$ cat src/rtl/ocdc_defines.vh
// Constants for the oscillator clock divider control block.
`ifndef OCDC_DEFINES_VH
`define OCDC_DEFINES_VH

// Register byte addresses and alias offsets.
`define OCDC_OSC_BASE 32'h0000_F000
`define OCDC_REFO_BASE 32'h0000_F020
`define OCDC_KEY_ADDR 32'h0000_F0F0
`define OCDC_BLK_MASK 32'hFFFF_FFF0
`define OCDC_OP_WRITE 2'h0
`define OCDC_OP_CLR 2'h1
`define OCDC_OP_SET 2'h2
`define OCDC_OP_INV 2'h3

// Register select codes.
`define OCDC_SEL_NONE 2'h0
`define OCDC_SEL_OSC 2'h1
`define OCDC_SEL_REFO 2'h2
`define OCDC_SEL_KEY 2'h3

// Unlock keys.
`define OCDC_KEY1 32'hC0DE_5A01
`define OCDC_KEY2 32'hC0DE_A502

// Field positions of the oscillator control register.
`define OCDC_PLLODIV_HI 29
`define OCDC_PLLODIV_LO 27
`define OCDC_FRCDIV_HI 26
`define OCDC_FRCDIV_LO 24
`define OCDC_SECONDARY_OSC_READY_BIT 22
`define OCDC_PBRDY_BIT 21
`define OCDC_PBDIV_HI 20
`define OCDC_PBDIV_LO 19
`define OCDC_PLLMULT_HI 18
`define OCDC_PLLMULT_LO 16
`define OCDC_COSC_HI 14
`define OCDC_COSC_LO 12
`define OCDC_NOSC_HI 10
`define OCDC_NOSC_LO 8
`define OCDC_SELECTION_LOCK_BIT 7
`define OCDC_ULOCK_BIT 6
`define OCDC_SLOCK_BIT 5
`define OCDC_SLPEN_BIT 4
`define OCDC_CF_BIT 3
`define OCDC_UFRCEN_BIT 2
`define OCDC_SOSCEN_BIT 1
`define OCDC_SWITCH_ENABLE_BIT 0

// Masks of writable, lockable and divisor bits, and reset values.
`define OCDC_WR_MASK 32'h3F1F_079F
`define OCDC_LOCK_MASK 32'h3807_0700
`define OCDC_PBDIV_MASK 32'h0018_0000
`define OCDC_CTL_RST 32'h0118_0000
`define OCDC_REFO_RST 32'h0000_0000

// Divider exponents, codes and widths, and the bus transfer code.
`define OCDC_EXP_W 4
`define OCDC_EXP_256 4'h8
`define OCDC_CODE_MAX 3'h7
`define OCDC_HTRANS_NONSEQ 2'h2

`endif

$ cat src/rtl/ocdc_clk_div.v
// Power-of-two tick divider that changes ratio only at a period boundary.
`timescale 1ns/1ns
`default_nettype none
`include "ocdc_defines.vh"

module ocdc_clk_div #(
	parameter CNT_W = 8
) (
	input wire hclk, // system clock
	input wire hresetn, // asynchronous reset, active low
	input wire in_tick, // one source clock edge, as an enable
	input wire [`OCDC_EXP_W-1:0] div_exp, // requested divide exponent
	output reg out_tick, // one divided clock edge
	output wire busy // requested ratio not yet in use
);

	reg [CNT_W-1:0] cnt_r;
	reg [`OCDC_EXP_W-1:0] cur_r;
	wire [CNT_W-1:0] limit;

	assign limit = ({{(CNT_W-1){1'b0}}, 1'b1} << cur_r) - {{(CNT_W-1){1'b0}}, 1'b1};
	assign busy = (div_exp != cur_r);

	// The new ratio is adopted only when a full period ends, so no short pulse appears.
	always @(posedge hclk or negedge hresetn) begin
		if (!hresetn) begin
			cnt_r <= {CNT_W{1'b0}};
			cur_r <= {`OCDC_EXP_W{1'b0}};
			out_tick <= 1'b0;
		end else if (in_tick) begin
			if (cnt_r >= limit) begin
				cnt_r <= {CNT_W{1'b0}};
				cur_r <= div_exp;
				out_tick <= 1'b1;
			end else begin
				cnt_r <= cnt_r + {{(CNT_W-1){1'b0}}, 1'b1};
				out_tick <= 1'b0;
			end
		end else begin
			out_tick <= 1'b0;
		end
	end

endmodule
`default_nettype wire

$ cat src/rtl/ocdc_top.v
// Oscillator control register, clock dividers and register bus slave.
//
// Contract
// PLL output divider bits 29:27 divide by 1,2,4,8,16,32,64,256.
// Fast RC divider bits 26:24 divide likewise; reset code 001.
// Bit 22 reads 1 only while the secondary oscillator is stable.
// Bit 21 reads 1 when the peripheral divisor may be written.
// Bits 20:19 divide system clock by 1,2,4,8; default 11.
// Oscillator control writes are accepted only after the unlock sequence.
// Bits 31:30 and 23 read zero and ignore writes.
// Divider, multiplier, divisor and source fields load from fuses after reset.
// Clear, set and invert aliases change only bits written as one.
// Aliases sit at base plus 0x4, 0x8 and 0xC.
// Switch enable starts a switch; hardware clears it when done.
// Locked selection fields when monitor config is 1x and lock bit set.
// Divisor write while not ready leaves the divisor unchanged.
// Divisor changes produce no runt pulses on derived clocks.
`timescale 1ns/1ns
`default_nettype none
`include "ocdc_defines.vh"

module ocdc_top (
	input wire hclk, // system clock
	input wire hresetn, // asynchronous reset, active low
	input wire hsel, // slave select
	input wire [31:0] haddr, // byte address
	input wire [1:0] htrans, // transfer type
	input wire hwrite, // write when high
	input wire [2:0] hsize, // transfer size, word only
	input wire hready, // bus ready
	input wire [31:0] hwdata, // write data
	output reg [31:0] hrdata, // read data
	output wire hreadyout, // slave ready
	output wire hresp, // always OKAY
	input wire [2:0] fuse_pll_output_divider, // fuse value for the PLL divider
	input wire [2:0] fuse_pll_multiplier, // fuse value for the multiplier
	input wire [1:0] fuse_periph_clock_divisor, // fuse value for the divisor
	input wire [2:0] fuse_new_source_select, // fuse value for the source
	input wire fuse_sosc_enable, // fuse value for the secondary enable
	input wire [1:0] switch_monitor_config, // switch and monitor config
	input wire secondary_osc_stable, // secondary oscillator stable level
	input wire pll_locked, // PLL lock level
	input wire usb_pll_locked, // USB PLL lock level
	input wire clock_fail_event, // fail monitor pulse
	input wire switch_done, // switch finished pulse
	input wire pll_tick, // PLL output edge enable
	input wire fast_internal_rc_tick, // fast RC edge enable
	output wire pll_div_tick, // divided PLL edge
	output wire fast_rc_div_tick, // divided fast RC edge
	output wire peripheral_bus_clock_tick, // peripheral clock edge
	output wire switch_request, // switch in progress level
	output wire [2:0] new_source_select, // requested source
	output wire [2:0] current_source_select, // source in use
	output wire [2:0] pll_multiplier, // PLL multiplier code
	output wire sleep_enable, // sleep on wait
	output wire usb_fast_rc_enable, // fast RC as USB clock
	output wire sosc_enable, // secondary oscillator enable
	output wire [31:0] refclk_control // reference clock control word
);

	localparam ST_LOCKED = 3'b001;
	localparam ST_HALF = 3'b010;
	localparam ST_OPEN = 3'b100;

	reg [31:0] ctl_r;
	reg [31:0] ctl_nxt;
	reg [31:0] refo_r;
	reg [31:0] refo_nxt;
	reg [2:0] cosc_r;
	reg [2:0] ulk_r;
	reg [2:0] ulk_nxt;
	reg fuse_load_r;
	reg wr_r;
	reg rd_r;
	reg [1:0] sel_r;
	reg [1:0] op_r;
	reg rd_wait_r;
	reg [31:0] osc_view;
	reg [31:0] wmask;
	reg [31:0] newval;
	wire addr_ok;
	wire rd_first;
	wire osc_wr;
	wire key_wr;
	wire lock_on;
	wire pb_busy;
	wire [`OCDC_EXP_W-1:0] pll_exp;
	wire [`OCDC_EXP_W-1:0] frc_exp;
	wire [`OCDC_EXP_W-1:0] pb_exp;

	// Divider code to exponent; the top code jumps to 256.
	function [`OCDC_EXP_W-1:0] code_to_exp;
		input [2:0] code;
		begin
			if (code == `OCDC_CODE_MAX)
				code_to_exp = `OCDC_EXP_256;
			else
				code_to_exp = {1'b0, code};
		end
	endfunction

	// Address decode shared by every register; the key word has a single address.
	function [1:0] reg_select;
		input [31:0] a;
		begin
			if ((a & `OCDC_BLK_MASK) == `OCDC_OSC_BASE)
				reg_select = `OCDC_SEL_OSC;
			else if ((a & `OCDC_BLK_MASK) == `OCDC_REFO_BASE)
				reg_select = `OCDC_SEL_REFO;
			else if (a == `OCDC_KEY_ADDR)
				reg_select = `OCDC_SEL_KEY;
			else
				reg_select = `OCDC_SEL_NONE;
		end
	endfunction

	// Alias action on a register: plain write, clear, set or invert.
	function [31:0] alias_apply;
		input [31:0] old;
		input [31:0] wd;
		input [1:0] op;
		begin
			case (op)
				`OCDC_OP_CLR: alias_apply = old & ~wd;
				`OCDC_OP_SET: alias_apply = old | wd;
				`OCDC_OP_INV: alias_apply = old ^ wd;
				default: alias_apply = wd;
			endcase
		end
	endfunction

	assign addr_ok = hsel && hready && (htrans == `OCDC_HTRANS_NONSEQ || htrans[1]);
	// The wait state sits in the first read data cycle, while hrdata is being loaded.
	// Stalling there keeps the master from taking the previous read's data.
	assign rd_first = rd_r && !rd_wait_r;
	assign hreadyout = ~rd_first;

	// Every transfer completes with OKAY, unmapped ones included.
	assign hresp = 1'b0;

	// Write strobes for the key word and the oscillator control register and its aliases.
	// Control writes count only once the key sequence has opened the register.
	assign key_wr = wr_r && (sel_r == `OCDC_SEL_KEY);
	assign osc_wr = wr_r && (sel_r == `OCDC_SEL_OSC) && (ulk_r == ST_OPEN);

	// Address phase capture; the alias is picked from address bits 3:2.
	// A new address phase is taken only while the slave is not stalling.
	always @(posedge hclk or negedge hresetn) begin
		if (!hresetn) begin
			wr_r <= 1'b0;
			rd_r <= 1'b0;
			sel_r <= `OCDC_SEL_NONE;
			op_r <= `OCDC_OP_WRITE;
		end else if (hreadyout) begin
			wr_r <= addr_ok && hwrite;
			rd_r <= addr_ok && !hwrite;
			sel_r <= addr_ok ? reg_select(haddr) : `OCDC_SEL_NONE;
			op_r <= haddr[3:2];
		end
	end

	// Reads take one wait state so a write just before is always seen.
	always @(posedge hclk or negedge hresetn) begin
		if (!hresetn) begin
			rd_wait_r <= 1'b0;
			hrdata <= 32'h0000_0000;
		end else begin
			rd_wait_r <= rd_first;
			// Unmapped reads return zero.
			if (rd_first) begin
				case (sel_r)
					`OCDC_SEL_OSC: hrdata <= osc_view;
					`OCDC_SEL_REFO: hrdata <= refo_r;
					`OCDC_SEL_KEY: hrdata <= {31'h0000_0000, ulk_r == ST_OPEN};
					default: hrdata <= 32'h0000_0000;
				endcase
			end
		end
	end

	// Read view: stored writable bits plus live status; holes stay zero.
	always @* begin
		osc_view = ctl_r & `OCDC_WR_MASK;
		osc_view[`OCDC_SECONDARY_OSC_READY_BIT] = secondary_osc_stable;
		osc_view[`OCDC_PBRDY_BIT] = ~pb_busy;
		osc_view[`OCDC_COSC_HI:`OCDC_COSC_LO] = cosc_r;
		osc_view[`OCDC_ULOCK_BIT] = usb_pll_locked;
		osc_view[`OCDC_SLOCK_BIT] = pll_locked;
	end

	// Unlock sequence: two keys in order; any other key write relocks.
	always @* begin
		ulk_nxt = ulk_r;
		// A stray key write drops the unlock, so a runaway program cannot keep it open.
		if (key_wr) begin
			case (ulk_r)
				ST_LOCKED: ulk_nxt = (hwdata == `OCDC_KEY1) ? ST_HALF : ST_LOCKED;
				ST_HALF: ulk_nxt = (hwdata == `OCDC_KEY2) ? ST_OPEN : ST_LOCKED;
				ST_OPEN: ulk_nxt = (hwdata == `OCDC_KEY1) ? ST_HALF : ST_LOCKED;
				default: ulk_nxt = ST_LOCKED;
			endcase
		end
	end

	assign lock_on = switch_monitor_config[1] && ctl_r[`OCDC_SELECTION_LOCK_BIT];

	always @* begin
		wmask = `OCDC_WR_MASK;
		if (lock_on)
			wmask = wmask & ~`OCDC_LOCK_MASK;
		// A pending ratio change masks divisor writes; software must poll the ready flag.
		if (pb_busy)
			wmask = wmask & ~`OCDC_PBDIV_MASK;
		newval = alias_apply(ctl_r, hwdata, op_r);
		ctl_nxt = ctl_r;
		if (fuse_load_r) begin
			ctl_nxt[`OCDC_PLLODIV_HI:`OCDC_PLLODIV_LO] = fuse_pll_output_divider;
			ctl_nxt[`OCDC_PLLMULT_HI:`OCDC_PLLMULT_LO] = fuse_pll_multiplier;
			ctl_nxt[`OCDC_PBDIV_HI:`OCDC_PBDIV_LO] = fuse_periph_clock_divisor;
			ctl_nxt[`OCDC_NOSC_HI:`OCDC_NOSC_LO] = fuse_new_source_select;
			ctl_nxt[`OCDC_SOSCEN_BIT] = fuse_sosc_enable;
		end else if (osc_wr) begin
			ctl_nxt = (ctl_r & ~wmask) | (newval & wmask);
		end
		// A switch_done pulse clears the request, unless software sets it from clear
		// in the same cycle; losing that fresh request would stall the next switch.
		if (switch_done && !(osc_wr && newval[`OCDC_SWITCH_ENABLE_BIT] && !ctl_r[`OCDC_SWITCH_ENABLE_BIT]))
			ctl_nxt[`OCDC_SWITCH_ENABLE_BIT] = 1'b0;
		// A failure report wins over a software clear in the same cycle.
		if (clock_fail_event)
			ctl_nxt[`OCDC_CF_BIT] = 1'b1;
	end

	// The reference clock word is plain storage with the same aliases.
	always @* begin
		refo_nxt = refo_r;
		if (wr_r && sel_r == `OCDC_SEL_REFO)
			refo_nxt = alias_apply(refo_r, hwdata, op_r);
	end

	// Fuses are caught on the first edge after reset release, not by the reset itself.
	// That keeps the reset branch free of anything but constants.
	always @(posedge hclk or negedge hresetn) begin
		if (!hresetn) begin
			ctl_r <= `OCDC_CTL_RST;
			refo_r <= `OCDC_REFO_RST;
			ulk_r <= ST_LOCKED;
			fuse_load_r <= 1'b1;
			cosc_r <= 3'h0;
		end else begin
			ctl_r <= ctl_nxt;
			refo_r <= refo_nxt;
			ulk_r <= ulk_nxt;
			fuse_load_r <= 1'b0;
			if (fuse_load_r)
				cosc_r <= fuse_new_source_select;
			else if (switch_done && ctl_r[`OCDC_SWITCH_ENABLE_BIT])
				cosc_r <= ctl_r[`OCDC_NOSC_HI:`OCDC_NOSC_LO];
		end
	end

	assign pll_exp = code_to_exp(ctl_r[`OCDC_PLLODIV_HI:`OCDC_PLLODIV_LO]);
	assign frc_exp = code_to_exp(ctl_r[`OCDC_FRCDIV_HI:`OCDC_FRCDIV_LO]);
	assign pb_exp = {2'b00, ctl_r[`OCDC_PBDIV_HI:`OCDC_PBDIV_LO]};

	// The source dividers count enables, so they need no clock of their own.
	ocdc_clk_div #(.CNT_W(8)) u_pll_div (
		.hclk(hclk),
		.hresetn(hresetn),
		.in_tick(pll_tick),
		.div_exp(pll_exp),
		.out_tick(pll_div_tick),
		.busy()
	);

	ocdc_clk_div #(.CNT_W(8)) u_frc_div (
		.hclk(hclk),
		.hresetn(hresetn),
		.in_tick(fast_internal_rc_tick),
		.div_exp(frc_exp),
		.out_tick(fast_rc_div_tick),
		.busy()
	);

	// The peripheral divider counts system clock edges directly.
	ocdc_clk_div #(.CNT_W(8)) u_pb_div (
		.hclk(hclk),
		.hresetn(hresetn),
		.in_tick(1'b1),
		.div_exp(pb_exp),
		.out_tick(peripheral_bus_clock_tick),
		.busy(pb_busy)
	);

	assign switch_request = ctl_r[`OCDC_SWITCH_ENABLE_BIT];
	assign new_source_select = ctl_r[`OCDC_NOSC_HI:`OCDC_NOSC_LO];
	assign current_source_select = cosc_r;
	assign pll_multiplier = ctl_r[`OCDC_PLLMULT_HI:`OCDC_PLLMULT_LO];
	assign sleep_enable = ctl_r[`OCDC_SLPEN_BIT];
	assign usb_fast_rc_enable = ctl_r[`OCDC_UFRCEN_BIT];
	assign sosc_enable = ctl_r[`OCDC_SOSCEN_BIT];
	assign refclk_control = refo_r;

endmodule
`default_nettype wire

$ cat config.mk
export PLATFORM = sky130hd
export DESIGN_NAME = ocdc_top
export DESIGN_NICKNAME = d
export VERILOG_FILES = /design/src/rtl/ocdc_clk_div.v /design/src/rtl/ocdc_top.v
export VERILOG_INCLUDE_DIRS = /design/src /design/src/rtl
export SDC_FILE = /design/constraint.sdc
export NUM_CORES = 1
export LEC_CHECK = 0
export ABC_AREA = 1
export BUFFER_PORTS_ARGS = -buffer_cell sky130_fd_sc_hd__buf_2
export CORE_MARGIN = 8
export CORE_UTILIZATION = 50
export CTS_CLUSTER_SIZE = 16
export DETAILED_ROUTE_END_ITERATION = 16
export PLACE_DENSITY = 0.73
export SLEW_MARGIN = 10
export SYNTH_ARGS = -nofsm -noshare
export SYNTH_HDL_FRONTEND = slang
export SYNTH_SLANG_ARGS = --single-unit
$ cat constraint.sdc
create_clock -name hclk -period 2.8 [get_ports hclk]
set_input_delay 0.28 -clock hclk [delete_from_list [all_inputs] [get_ports hclk]]
set_output_delay 0.28 -clock hclk [all_outputs]
set_load 0.1 [all_outputs]
==> results.toml, run 1 <==
[pwr]
power_mw = 7.54
pwr_density_cell_mw_per_mm2 = 689
power.leakage_nw = 5.72
irDropWorstVdd_mv = 0.747

[drt]
post_drt_via_cell_ratio = 5.38
drc = 0
ant_nets = 0
wirelength_um = 26400
firstDrtPassIters = 5
routedWlPerCell_um = 16.9
vias = 8396
drt_iter0_drc = 538

[min_path]
hold-path-endpoint = "op_r[1]"
hold_start = "haddr[3]"
hold_class = "in -> reg"
hold_depth = 3

[critical_path]
cp_data_required_time_ns = 3.11
arrival_ns = 2.77
criticalPathCategory = "reg -> reg"
start_kind = "flop"
end_kind = "flop"
r2r-start = "u_frc_div.cur_r[3]"
rr_endpoint = "u_frc_div.cnt_r[5]"
rrSetupSlack_ns = 0.34
reg2reg_depth = 13
cp_max_fo = 7

[final_layout]
drive_gt1_share_pct = 19.2
multi_input_area_mm2 = 0.00513
ff_latch_area_mm2 = 0.00338
final_util_pct = 59.3
nets = 1536
antennaDiodeCount = 0
post-route-cell-area_mm2 = 0.0109
final_cell_mix = "nand2_1, buf_2, dfrtp_1"
area_growth_pct = 17.7
final_common_cell = "nand2_1"
final_cells = 1560
fillers = 1663

[clock_network]
clk_pin_slew_ns = 0.06
cts-buffers-inserted = 17
post_cts_buffers = 0
h-tree-depth = 4
cts_buffer_depth = 2
clock_latency_ns = 0.43
cts_tree = "built"
cts-root-buf = "clkbuf_16"
cts.sinks = 135

[synthesis]
synth_ff_type = "dfrtp_1"
ys_ff_latch = 135
yosysWarnings = 0
yosysSeqAreaShare_pct = 36.4
yosys-top-cells-area = "dfrtp_1, ha_1, nand2_1, inv_1, nor2_1"
syn_inst = 1153
async_flop_share_pct = 100
synth_top_area_share_pct = 35.0
synth.avg_cell_area_um2 = 8.07
synth_top_area_cell = "dfrtp_1"
synth.distinct_cells = 45
synth_edf_count = 0
netlist_area_mm2 = 0.00930

[timing]
clock_skew_ns = 0.00644
rsz0062_at_grt = "false"
slew_viol_final = 0
hold_viol_final = 0
setup_viol = 0
worst_pin_slew_ns = 1.03
layout_min_cycle_time_ns = 2.46
maxSlewHeadroom_pct = 31.4
fmax_mhz = 406
fin_crit_sh_pct = 88.0
finalSetupTns_ns = 0

[global_routing]
grt_pass1_vias = 8807
antenna_found_initial = 1
grt.total_usage_pct = 23.2
grt_max_degree = 54
grt_pass1_wl_um = 43700
grt.overflow.total = 0

[floorplan]
rows = 50
core_mm2 = 0.0185
die_x_um = 152
fp.dieH_um = 152
io_pins = 177
die_area_mm2 = 0.0232
start_util_pct = 50.4

[place]
dp_cells = 1527
dpl_cell_area_mm2 = 0.0103
routabilityCongestion = 0.838
io_buffers = 170
hpwl_um = 18700

[outcome]
status = "finished clean"

[run]
drv_cap = 0
==> power by group <==
part / switching (mW) / total, mW / internal [mW]
sequential: 0.178 / 2.31 / 2.13
clock: 0.915 / 2.34 / 1.43
combinational: 1.97 / 2.89 / 0.917
==> cells in the mapped netlist, types with 10 or more instances <==
library cell and count:
a21oi_1 56, ha_1 128, nand2_1 279, nand3_1 51, o21ai_1 11, inv_1 129
buf_4 11, o2111ai_1 15, o21ai_0 62, clkbuf_1 13, o211ai_1 18, dfrtp_1 130
a21oi_2 10, a22oi_2 10, buf_2 20, o221ai_1 23, nor2_1 101, xor2_1 10
==> logic make-up after synthesis <==
logic type | share of synthesized area, %
XOR/XNOR | 1.32
AND/OR/NAND/NOR | 20.1
buffers and inverters | 8.66
multiplexers | 0.108
flip-flops | 36.4
other | 0.0403
adder cells (fa/ha/maj) | 17.2
AO/OA/AOI/OAI | 16.2
==> critical path, cell delays in order (launching register included) <==
cell and delay (ns):
dfrtp_1 0.41, nor2_1 0.26, nand3_1 0.12, ha_1 0.25, nand3_1 0.10, xor2_1 0.07
ha_1 0.29, nand2_1 0.06, nor2_1 0.14, nand4_1 0.10, nand3_1 0.12, nand2_1 0.13
inv_1 0.22, nor2_1 0.07
==> flip-flops by register name, indices dropped and copies added, names as in the netlist, 2 cells and up <==
register / cells
hrdata: 32
refclk_control: 32
ctl_r: 20
u_frc_div.cnt_r: 8
u_pb_div.cnt_r: 8
u_pll_div.cnt_r: 8
u_frc_div.cur_r: 4
u_pll_div.cur_r: 4
current_source_select: 3
ulk_r: 3
op_r: 2
sel_r: 2
u_pb_div.cur_r: 2
==> how the worst max path moves through the flow <==
stage	from	to	cells after the start
3_5_place_dp	u_pll_div.cur_r[3]	u_pll_div.cnt_r[6]	13
6_report	u_frc_div.cur_r[3]	u_frc_div.cnt_r[5]	13
3_3_place_gp	u_frc_div.cur_r[3]	u_frc_div.cnt_r[7]	13
4_1_cts	u_frc_div.cur_r[3]	u_frc_div.cnt_r[5]	13
2_1_floorplan	u_pll_div.cur_r[3]	u_pll_div.cnt_r[2]	13
5_1_grt	u_frc_div.cur_r[3]	u_frc_div.cnt_r[5]	13
==> layout make-up <==
cell class	count	share of cell area, %
multi-input combinational	836	46.9
sequential	135	30.9
timing repair buffer	186	9.18
inverter	137	4.70
clock buffer	18	4.01
tap	234	2.68
clock inverter	14	1.60
==> layer usage <==
layer,GRT usage (%),up-vias,routed length [um]
met5,0,-,13
met4,8.95,2,696
met3,5.13,44,1450
met2,39.2,258,12600
met1,28.4,3952,11700
li1,-,4140,-
==> per-stage QoR <==
stage / setup WS [ns] / hold slack [ns]
floorplan: 0.572 / -0.0156
global placement: 0.415 / 0.249
detailed placement: 0.362 / 0.253
CTS: 0.347 / 0.0603
global route: 0.0600 / 0.0856
finish: 0.335 / 0.0733
==> timing repair <==
item                       in CTS  in global routing
hold endpoints to repair       44                  0
hold buffers                    1                  0
resized for setup               0                  0
setup endpoints to repair       0                  0
(Power assumes the default switching activity.)
==> inputs of run 2 (changes only) <==
--- a/config.mk
+++ b/config.mk
@@ -12,7 +12,7 @@
 export CORE_UTILIZATION = 50
 export CTS_CLUSTER_SIZE = 16
 export DETAILED_ROUTE_END_ITERATION = 16
-export PLACE_DENSITY = 0.73
+export PLACE_DENSITY = 0.76
 export SLEW_MARGIN = 10
 export SYNTH_ARGS = -nofsm -noshare
 export SYNTH_HDL_FRONTEND = slang
==> constraint.sdc (replaced) <==
create_clock -name hclk -period 2.05 [get_ports hclk]
set_input_delay 0.205 -clock hclk [delete_from_list [all_inputs] [get_ports hclk]]
set_output_delay 0.205 -clock hclk [all_outputs]
set_load 0.1 [all_outputs]
==> run 2 against run 1 <==
Net effect: the run now ends with negative setup slack left; design area grew 5.7%; maximum frequency grew 16%; combinational power grew 70%; sequential power grew 37%; critical path depth is the same; non-clock buffer count grew 40; sequential share of layout area shrank 1.7 points; setup slack lost 0.41 ns; largest cell class unchanged.
==> results.toml, run 2 (same netlist as run 1, synthesis figures left out) <==
[outcome]
status = "finished, violations left"
violations = "negative setup slack"

[timing]
clock_skew_ns = 0.00634
rsz0062_at_grt = "true"
maxSlewHeadroom_pct = 39.3
slew_viol_final = 0
worst_pin_slew_ns = 0.908
setup_viol = 25
fin_crit_sh_pct = 104
setup_ws_ns = -0.0747
hold_viol_final = 0
fmax_mhz = 471
layout_min_cycle_time_ns = 2.12

[final_layout]
final_cells = 1600
area_growth_pct = 24.4
final_common_cell = "nand2_1"
fillers = 1553
final_util_pct = 62.7
nets = 1576
drive_gt1_share_pct = 25.0
final_cell_mix = "nand2_1, buf_2, dfrtp_1"
antennaDiodeCount = 0

[critical_path]
end_kind = "flop"
criticalPathCategory = "reg -> reg"
slowest_delay_ns = 0.40
cpMostUsedCell = "nand3_2"
r2r-start = "u_pll_div.cur_r[3]"
arrival_ns = 2.44
start_kind = "flop"
cpMaxStageDelayCell = "dfrtp_1"
rr_endpoint = "u_pll_div.cur_r[2]"
crit_chain = "nor2_4 > nand3_2 > ha_4 > nand3_2 > xor2_1 > ha_1 > nand2_2 > nor2_2 > nor2_1 > nand3_2 > buf_6 > nand3_2 > nand2_1"
rrSetupSlack_ns = -0.07
reg2reg_depth = 13
cp_data_required_time_ns = 2.37
cp_max_fo = 6

[floorplan]
fp.dieH_um = 152
start_util_pct = 50.4
rows = 50
die_x_um = 152
io_pins = 177
core_mm2 = 0.0185
die_area_mm2 = 0.0232

[min_path]
hold_depth = 3
hold_class = "in -> reg"
hold-path-endpoint = "ctl_r[8]"
hold_start = "fuse_new_source_select[0]"

[place]
hpwl_um = 19500
post-place-ws_ns = -0.0992
io_buffers = 170
routabilityCongestion = 0.856
dp_cells = 1554

[clock_network]
cts-buffers-inserted = 17
h-tree-depth = 4
cts_tree = "built"
clk_pin_slew_ns = 0.06
cts_buffer_depth = 2
cts-root-buf = "clkbuf_16"
clock_latency_ns = 0.43
cts.sinks = 135

[drt]
drt_iter0_drc = 538
firstDrtPassIters = 4
wirelength_um = 27900
ant_nets = 0
routedWlPerCell_um = 17.5
vias = 8769
post_drt_via_cell_ratio = 5.48
drc = 0

[run]
drv_cap = 0

[global_routing]
grt_max_degree = 59
grt_pass1_vias = 8900
grt_pass1_wl_um = 44500
grt.total_usage_pct = 23.6
antenna_found_initial = 0
grt.overflow.total = 0

[pwr]
power.leakage_nw = 5.99
pwr_density_cell_mw_per_mm2 = 976
irDropWorstVdd_mv = 1.05
-- run 2: cell types whose count changed in the layout (fill, tap and decap cells not counted), sizes merged --
cell         change
inv              -1
clkinvlp         -2
buf             +34
clkbuf           +3
dlygate4sd3      +6
-- run 2: repair_timing --
action / 4_1_cts / 5_1_grt
pin swaps: 32 / 16
hold endpoints to repair: 56 / 0
buffers inserted: 6 / 3
hold buffers: 7 / 0
gates resized for setup: 28 / 44
endpoints found under the setup margin: 26 / 26
-- run 2: routing by layer --
metal	up-vias	track usage [%]	routed length [um]	share of wire [%]
met5	-	0	0	0
met4	0	9.33	726	2.6
met3	51	4.76	1490	5.3
met2	299	40.5	13700	49
met1	4203	28.5	12000	43
li1	4216	-	-	-
-- run 2: through the flow --
| step | power (mW) | area, um^2 | hold slack (ns) | setup TNS, ns |
|---|---|---|---|---|
| 4_1_cts | 10.9 | 11400 | 0.00368 | -0.274 |
| 5_1_grt | 11.9 | 11600 | 0.0266 | -3.72 |
| 6_report | 11.3 | 11600 | 0.0176 | -1.13 |
| 3_5_place_dp | 7.39 | 10600 | 0.219 | -2.03 |
| 2_1_floorplan | 6.10 | 9340 | -0.0906 | 0 |
| 3_3_place_gp | 7.27 | 10600 | 0.217 | -0.463 |
-- run 2: layout make-up --
class | instances | area [um^2] | share of cell area [%]
clock buffer | 21 | 460 | 3.98
timing repair buffer | 226 | 1360 | 11.7
inverter | 137 | 527 | 4.55
clock inverter | 11 | 148 | 1.28
multi-input combinational | 836 | 5400 | 46.7
sequential | 135 | 3390 | 29.3
tap | 234 | 293 | 2.53
-- run 2: power by group --
part,internal [mW],leakage [nW],switching (mW)
clock network,1.98,0.297,1.25
logic,1.76,4.09,3.14
registers,2.91,1.60,0.254
total,6.65,5.99,4.64
-- run 2: how the worst max path moves through the flow --
stage,start,end,slack [ns],cells past startpoint
2_1_floorplan,u_pll_div.cur_r[2],u_pll_div.cnt_r[4],0.006,13
6_report,u_pll_div.cur_r[3],u_pll_div.cur_r[2],-0.07,13
4_1_cts,u_pll_div.cur_r[3],u_pll_div.cur_r[2],-0.04,13
3_5_place_dp,u_pll_div.cur_r[2],u_pll_div.cur_r[2],-0.1,13
3_3_place_gp,u_pll_div.cur_r[2],u_pll_div.cnt_r[4],-0.03,13
5_1_grt,u_pll_div.cur_r[3],u_pll_div.cur_r[2],-0.17,14
-- run 2: critical path: cells and delay by family, from the launching register on --
family                     cells  cell delay, ns
adders and majority gates      2            0.45
xor gates and xnor gates       1            0.15
buffers and inverters          1            0.16
DFF                            1            0.40
and+or+nand+nor                9            0.85
==> inputs of run 3 (changes only) <==
--- a/config.mk
+++ b/config.mk
@@ -7,13 +7,14 @@
 export NUM_CORES = 1
 export LEC_CHECK = 0
 export ABC_AREA = 1
-export BUFFER_PORTS_ARGS = -buffer_cell sky130_fd_sc_hd__buf_2
+export BUFFER_PORTS_ARGS = -buffer_cell sky130_fd_sc_hd__clkbuf_2
 export CORE_MARGIN = 8
 export CORE_UTILIZATION = 50
 export CTS_CLUSTER_SIZE = 16
 export DETAILED_ROUTE_END_ITERATION = 16
-export PLACE_DENSITY = 0.76
+export PLACE_DENSITY = 0.73
 export SLEW_MARGIN = 10
 export SYNTH_ARGS = -nofsm -noshare
 export SYNTH_HDL_FRONTEND = slang
 export SYNTH_SLANG_ARGS = --single-unit
+export TNS_END_PERCENT = 10
==> constraint.sdc (replaced) <==
create_clock -name hclk -period 2.2 [get_ports hclk]
set_input_delay 0.22 -clock hclk [delete_from_list [all_inputs] [get_ports hclk]]
set_output_delay 0.22 -clock hclk [all_outputs]
set_load 0.1 [all_outputs]
==> run 3 against run 2 <==
Net effect: the run now ends clean; sequential share of layout area is 0.90 points higher; critical path depth stayed put; sequential cell count stayed put; non-clock buffer count is 20 lower; routed wire length is 3.1% lower; power is 12% lower; maximum frequency is 0.27% lower; critical endpoint is now u_pll_div.cur_r[1]; largest cell class unchanged; largest power group unchanged.
==> results.toml, run 3 (same netlist as run 1, synthesis figures left out) <==
[outcome]
status = "finished clean"

[global_routing]
grt.overflow.total = 0
grt_pass1_wl_um = 44000
antenna_found_initial = 0
grt_pass1_vias = 8661
grt_max_degree = 65
grt.total_usage_pct = 23.4

[clock_network]
clock_latency_ns = 0.43
cts.sinks = 135
cts_tree = "built"
cts_buffer_depth = 2
cts-buffers-inserted = 17
clk_pin_slew_ns = 0.06
h-tree-depth = 4
cts-root-buf = "clkbuf_16"

[critical_path]
criticalPathCategory = "reg -> reg"
cpMaxStageDelayCell = "dfrtp_2"
crit_chain = "inv_1 > nand3_2 > ha_4 > nand3_2 > xor2_1 > ha_1 > nand2_2 > nor2_1 > nor2_1 > nand3_2 > buf_6 > nand3_1 > nand2_1"
cp_max_fo = 6
slowest_delay_ns = 0.44
cpMostUsedCell = "nand3_2"
arrival_ns = 2.45
start_kind = "flop"
end_kind = "flop"
cp_data_required_time_ns = 2.52

[timing]
rsz0062_at_grt = "true"
whs_ns = 0.0121
fmax_mhz = 469
maxSlewHeadroom_pct = 56.9
setup_viol = 0
slew_viol_final = 0
fin_crit_sh_pct = 96.8
worst_pin_slew_ns = 0.646
finalSetupTns_ns = 0
hold_viol_final = 0
layout_min_cycle_time_ns = 2.13
setup_ws_ns = 0.0696
clock_skew_ns = 0.00676

[pwr]
pwr_density_cell_mw_per_mm2 = 881
irDropWorstVdd_mv = 0.594
power.leakage_nw = 5.88

[run]
drv_cap = 0

[final_layout]
antennaDiodeCount = 0
post-route-cell-area_mm2 = 0.0112
fillers = 1613
nets = 1556
area_growth_pct = 20.7
final_util_pct = 60.8
multi_input_area_mm2 = 0.00524
drive_gt1_share_pct = 22.4
ff_latch_area_mm2 = 0.00339
final_cell_mix = "nand2_1, clkbuf_2, dfrtp_1"
final_common_cell = "nand2_1"

[drt]
drt_iter0_drc = 650
ant_nets = 0
wirelength_um = 27100
vias = 8534
drc = 0
firstDrtPassIters = 5
routedWlPerCell_um = 17.1
post_drt_via_cell_ratio = 5.40

[floorplan]
die_area_mm2 = 0.0232
die_x_um = 152
core_mm2 = 0.0185
start_util_pct = 50.4
fp.dieH_um = 152
io_pins = 177
rows = 50

[place]
io_buffers = 170
routabilityCongestion = 0.853
dpl_cell_area_mm2 = 0.0105
post-place-ws_ns = -0.140
hpwl_um = 19500

[min_path]
hold_class = "in -> reg"
## run 3: cell count changes in the layout (fill, tap and decap cells not counted), moves of 7 or more
cell,previous run,this run
buf_2,169,0
buf_4,42,29
clkbuf_2,0,168
nand3_1,37,44
nand3_2,15,8
nor2_1,83,93
## run 3: cell type report
class / instances / share of cell area, %
Clock buffer: 23 / 4.44
Clock inverter: 9 / 0.825
Inverter: 137 / 4.63
Multi-Input combinational cell: 836 / 46.7
Sequential cell: 135 / 30.2
Tap cell: 234 / 2.61
Timing Repair Buffer: 206 / 10.6
## run 3: routing by layer
layer	global-route usage (%)	wire (um)	vias to the layer above
met5	0	0	-
met4	8.95	713	0
met3	4.74	1580	43
met2	39.9	12900	266
met1	28.6	11800	4035
li1	-	-	4190
## run 3: worst paths after layout
kind / from / to / slack (ns) / depth (start not counted)
min reg2reg: hrdata[0] / hrdata[0] / 0.48 / 2
max reg2reg: u_pll_div.cur_r[1] / u_pll_div.cur_r[1] / 0.07 / 13
max in group asynchronous: hresetn / ctl_r[20] / 1.13 / 3
min in group asynchronous: hresetn / u_frc_div.cnt_r[0] / 0.36 / 2
min: hwrite / rd_r / 0.01 / 2
max: u_pll_div.cur_r[1] / u_pll_div.cur_r[1] / 0.07 / 13
## run 3: per-stage QoR
step,cells,power [mW]
final,1580,9.89
after global routing,1580,10.5
after CTS,1576,9.66
after detailed placement,1543,6.78
after global placement,1543,6.66
after floorplan,1158,5.64
## run 3: critical path, delay by kind of cell (launching register included)
family        cells  cell delay (ns)
xor+xnor          1             0.14
fa+ha+maj         2             0.43
buf+inv           2             0.29
flops             1             0.44
simple gates      8             0.71
## run 3: what timing repair did
item                                   in CTS  in global routing
endpoints found under the hold margin      60                  0
gates resized for setup                     5                 33
gates cloned                                0                  0
pin swaps                                   0                 25
setup endpoints to repair                  16                 26
buffers inserted                            0                  4
hold buffers                                1                  0
## run 3: power by group
group	switching [mW]	leakage [nW]	internal [mW]
Clock	1.13	0.270	1.71
Sequential	0.233	1.60	2.71
Combinational	2.69	4.00	1.42
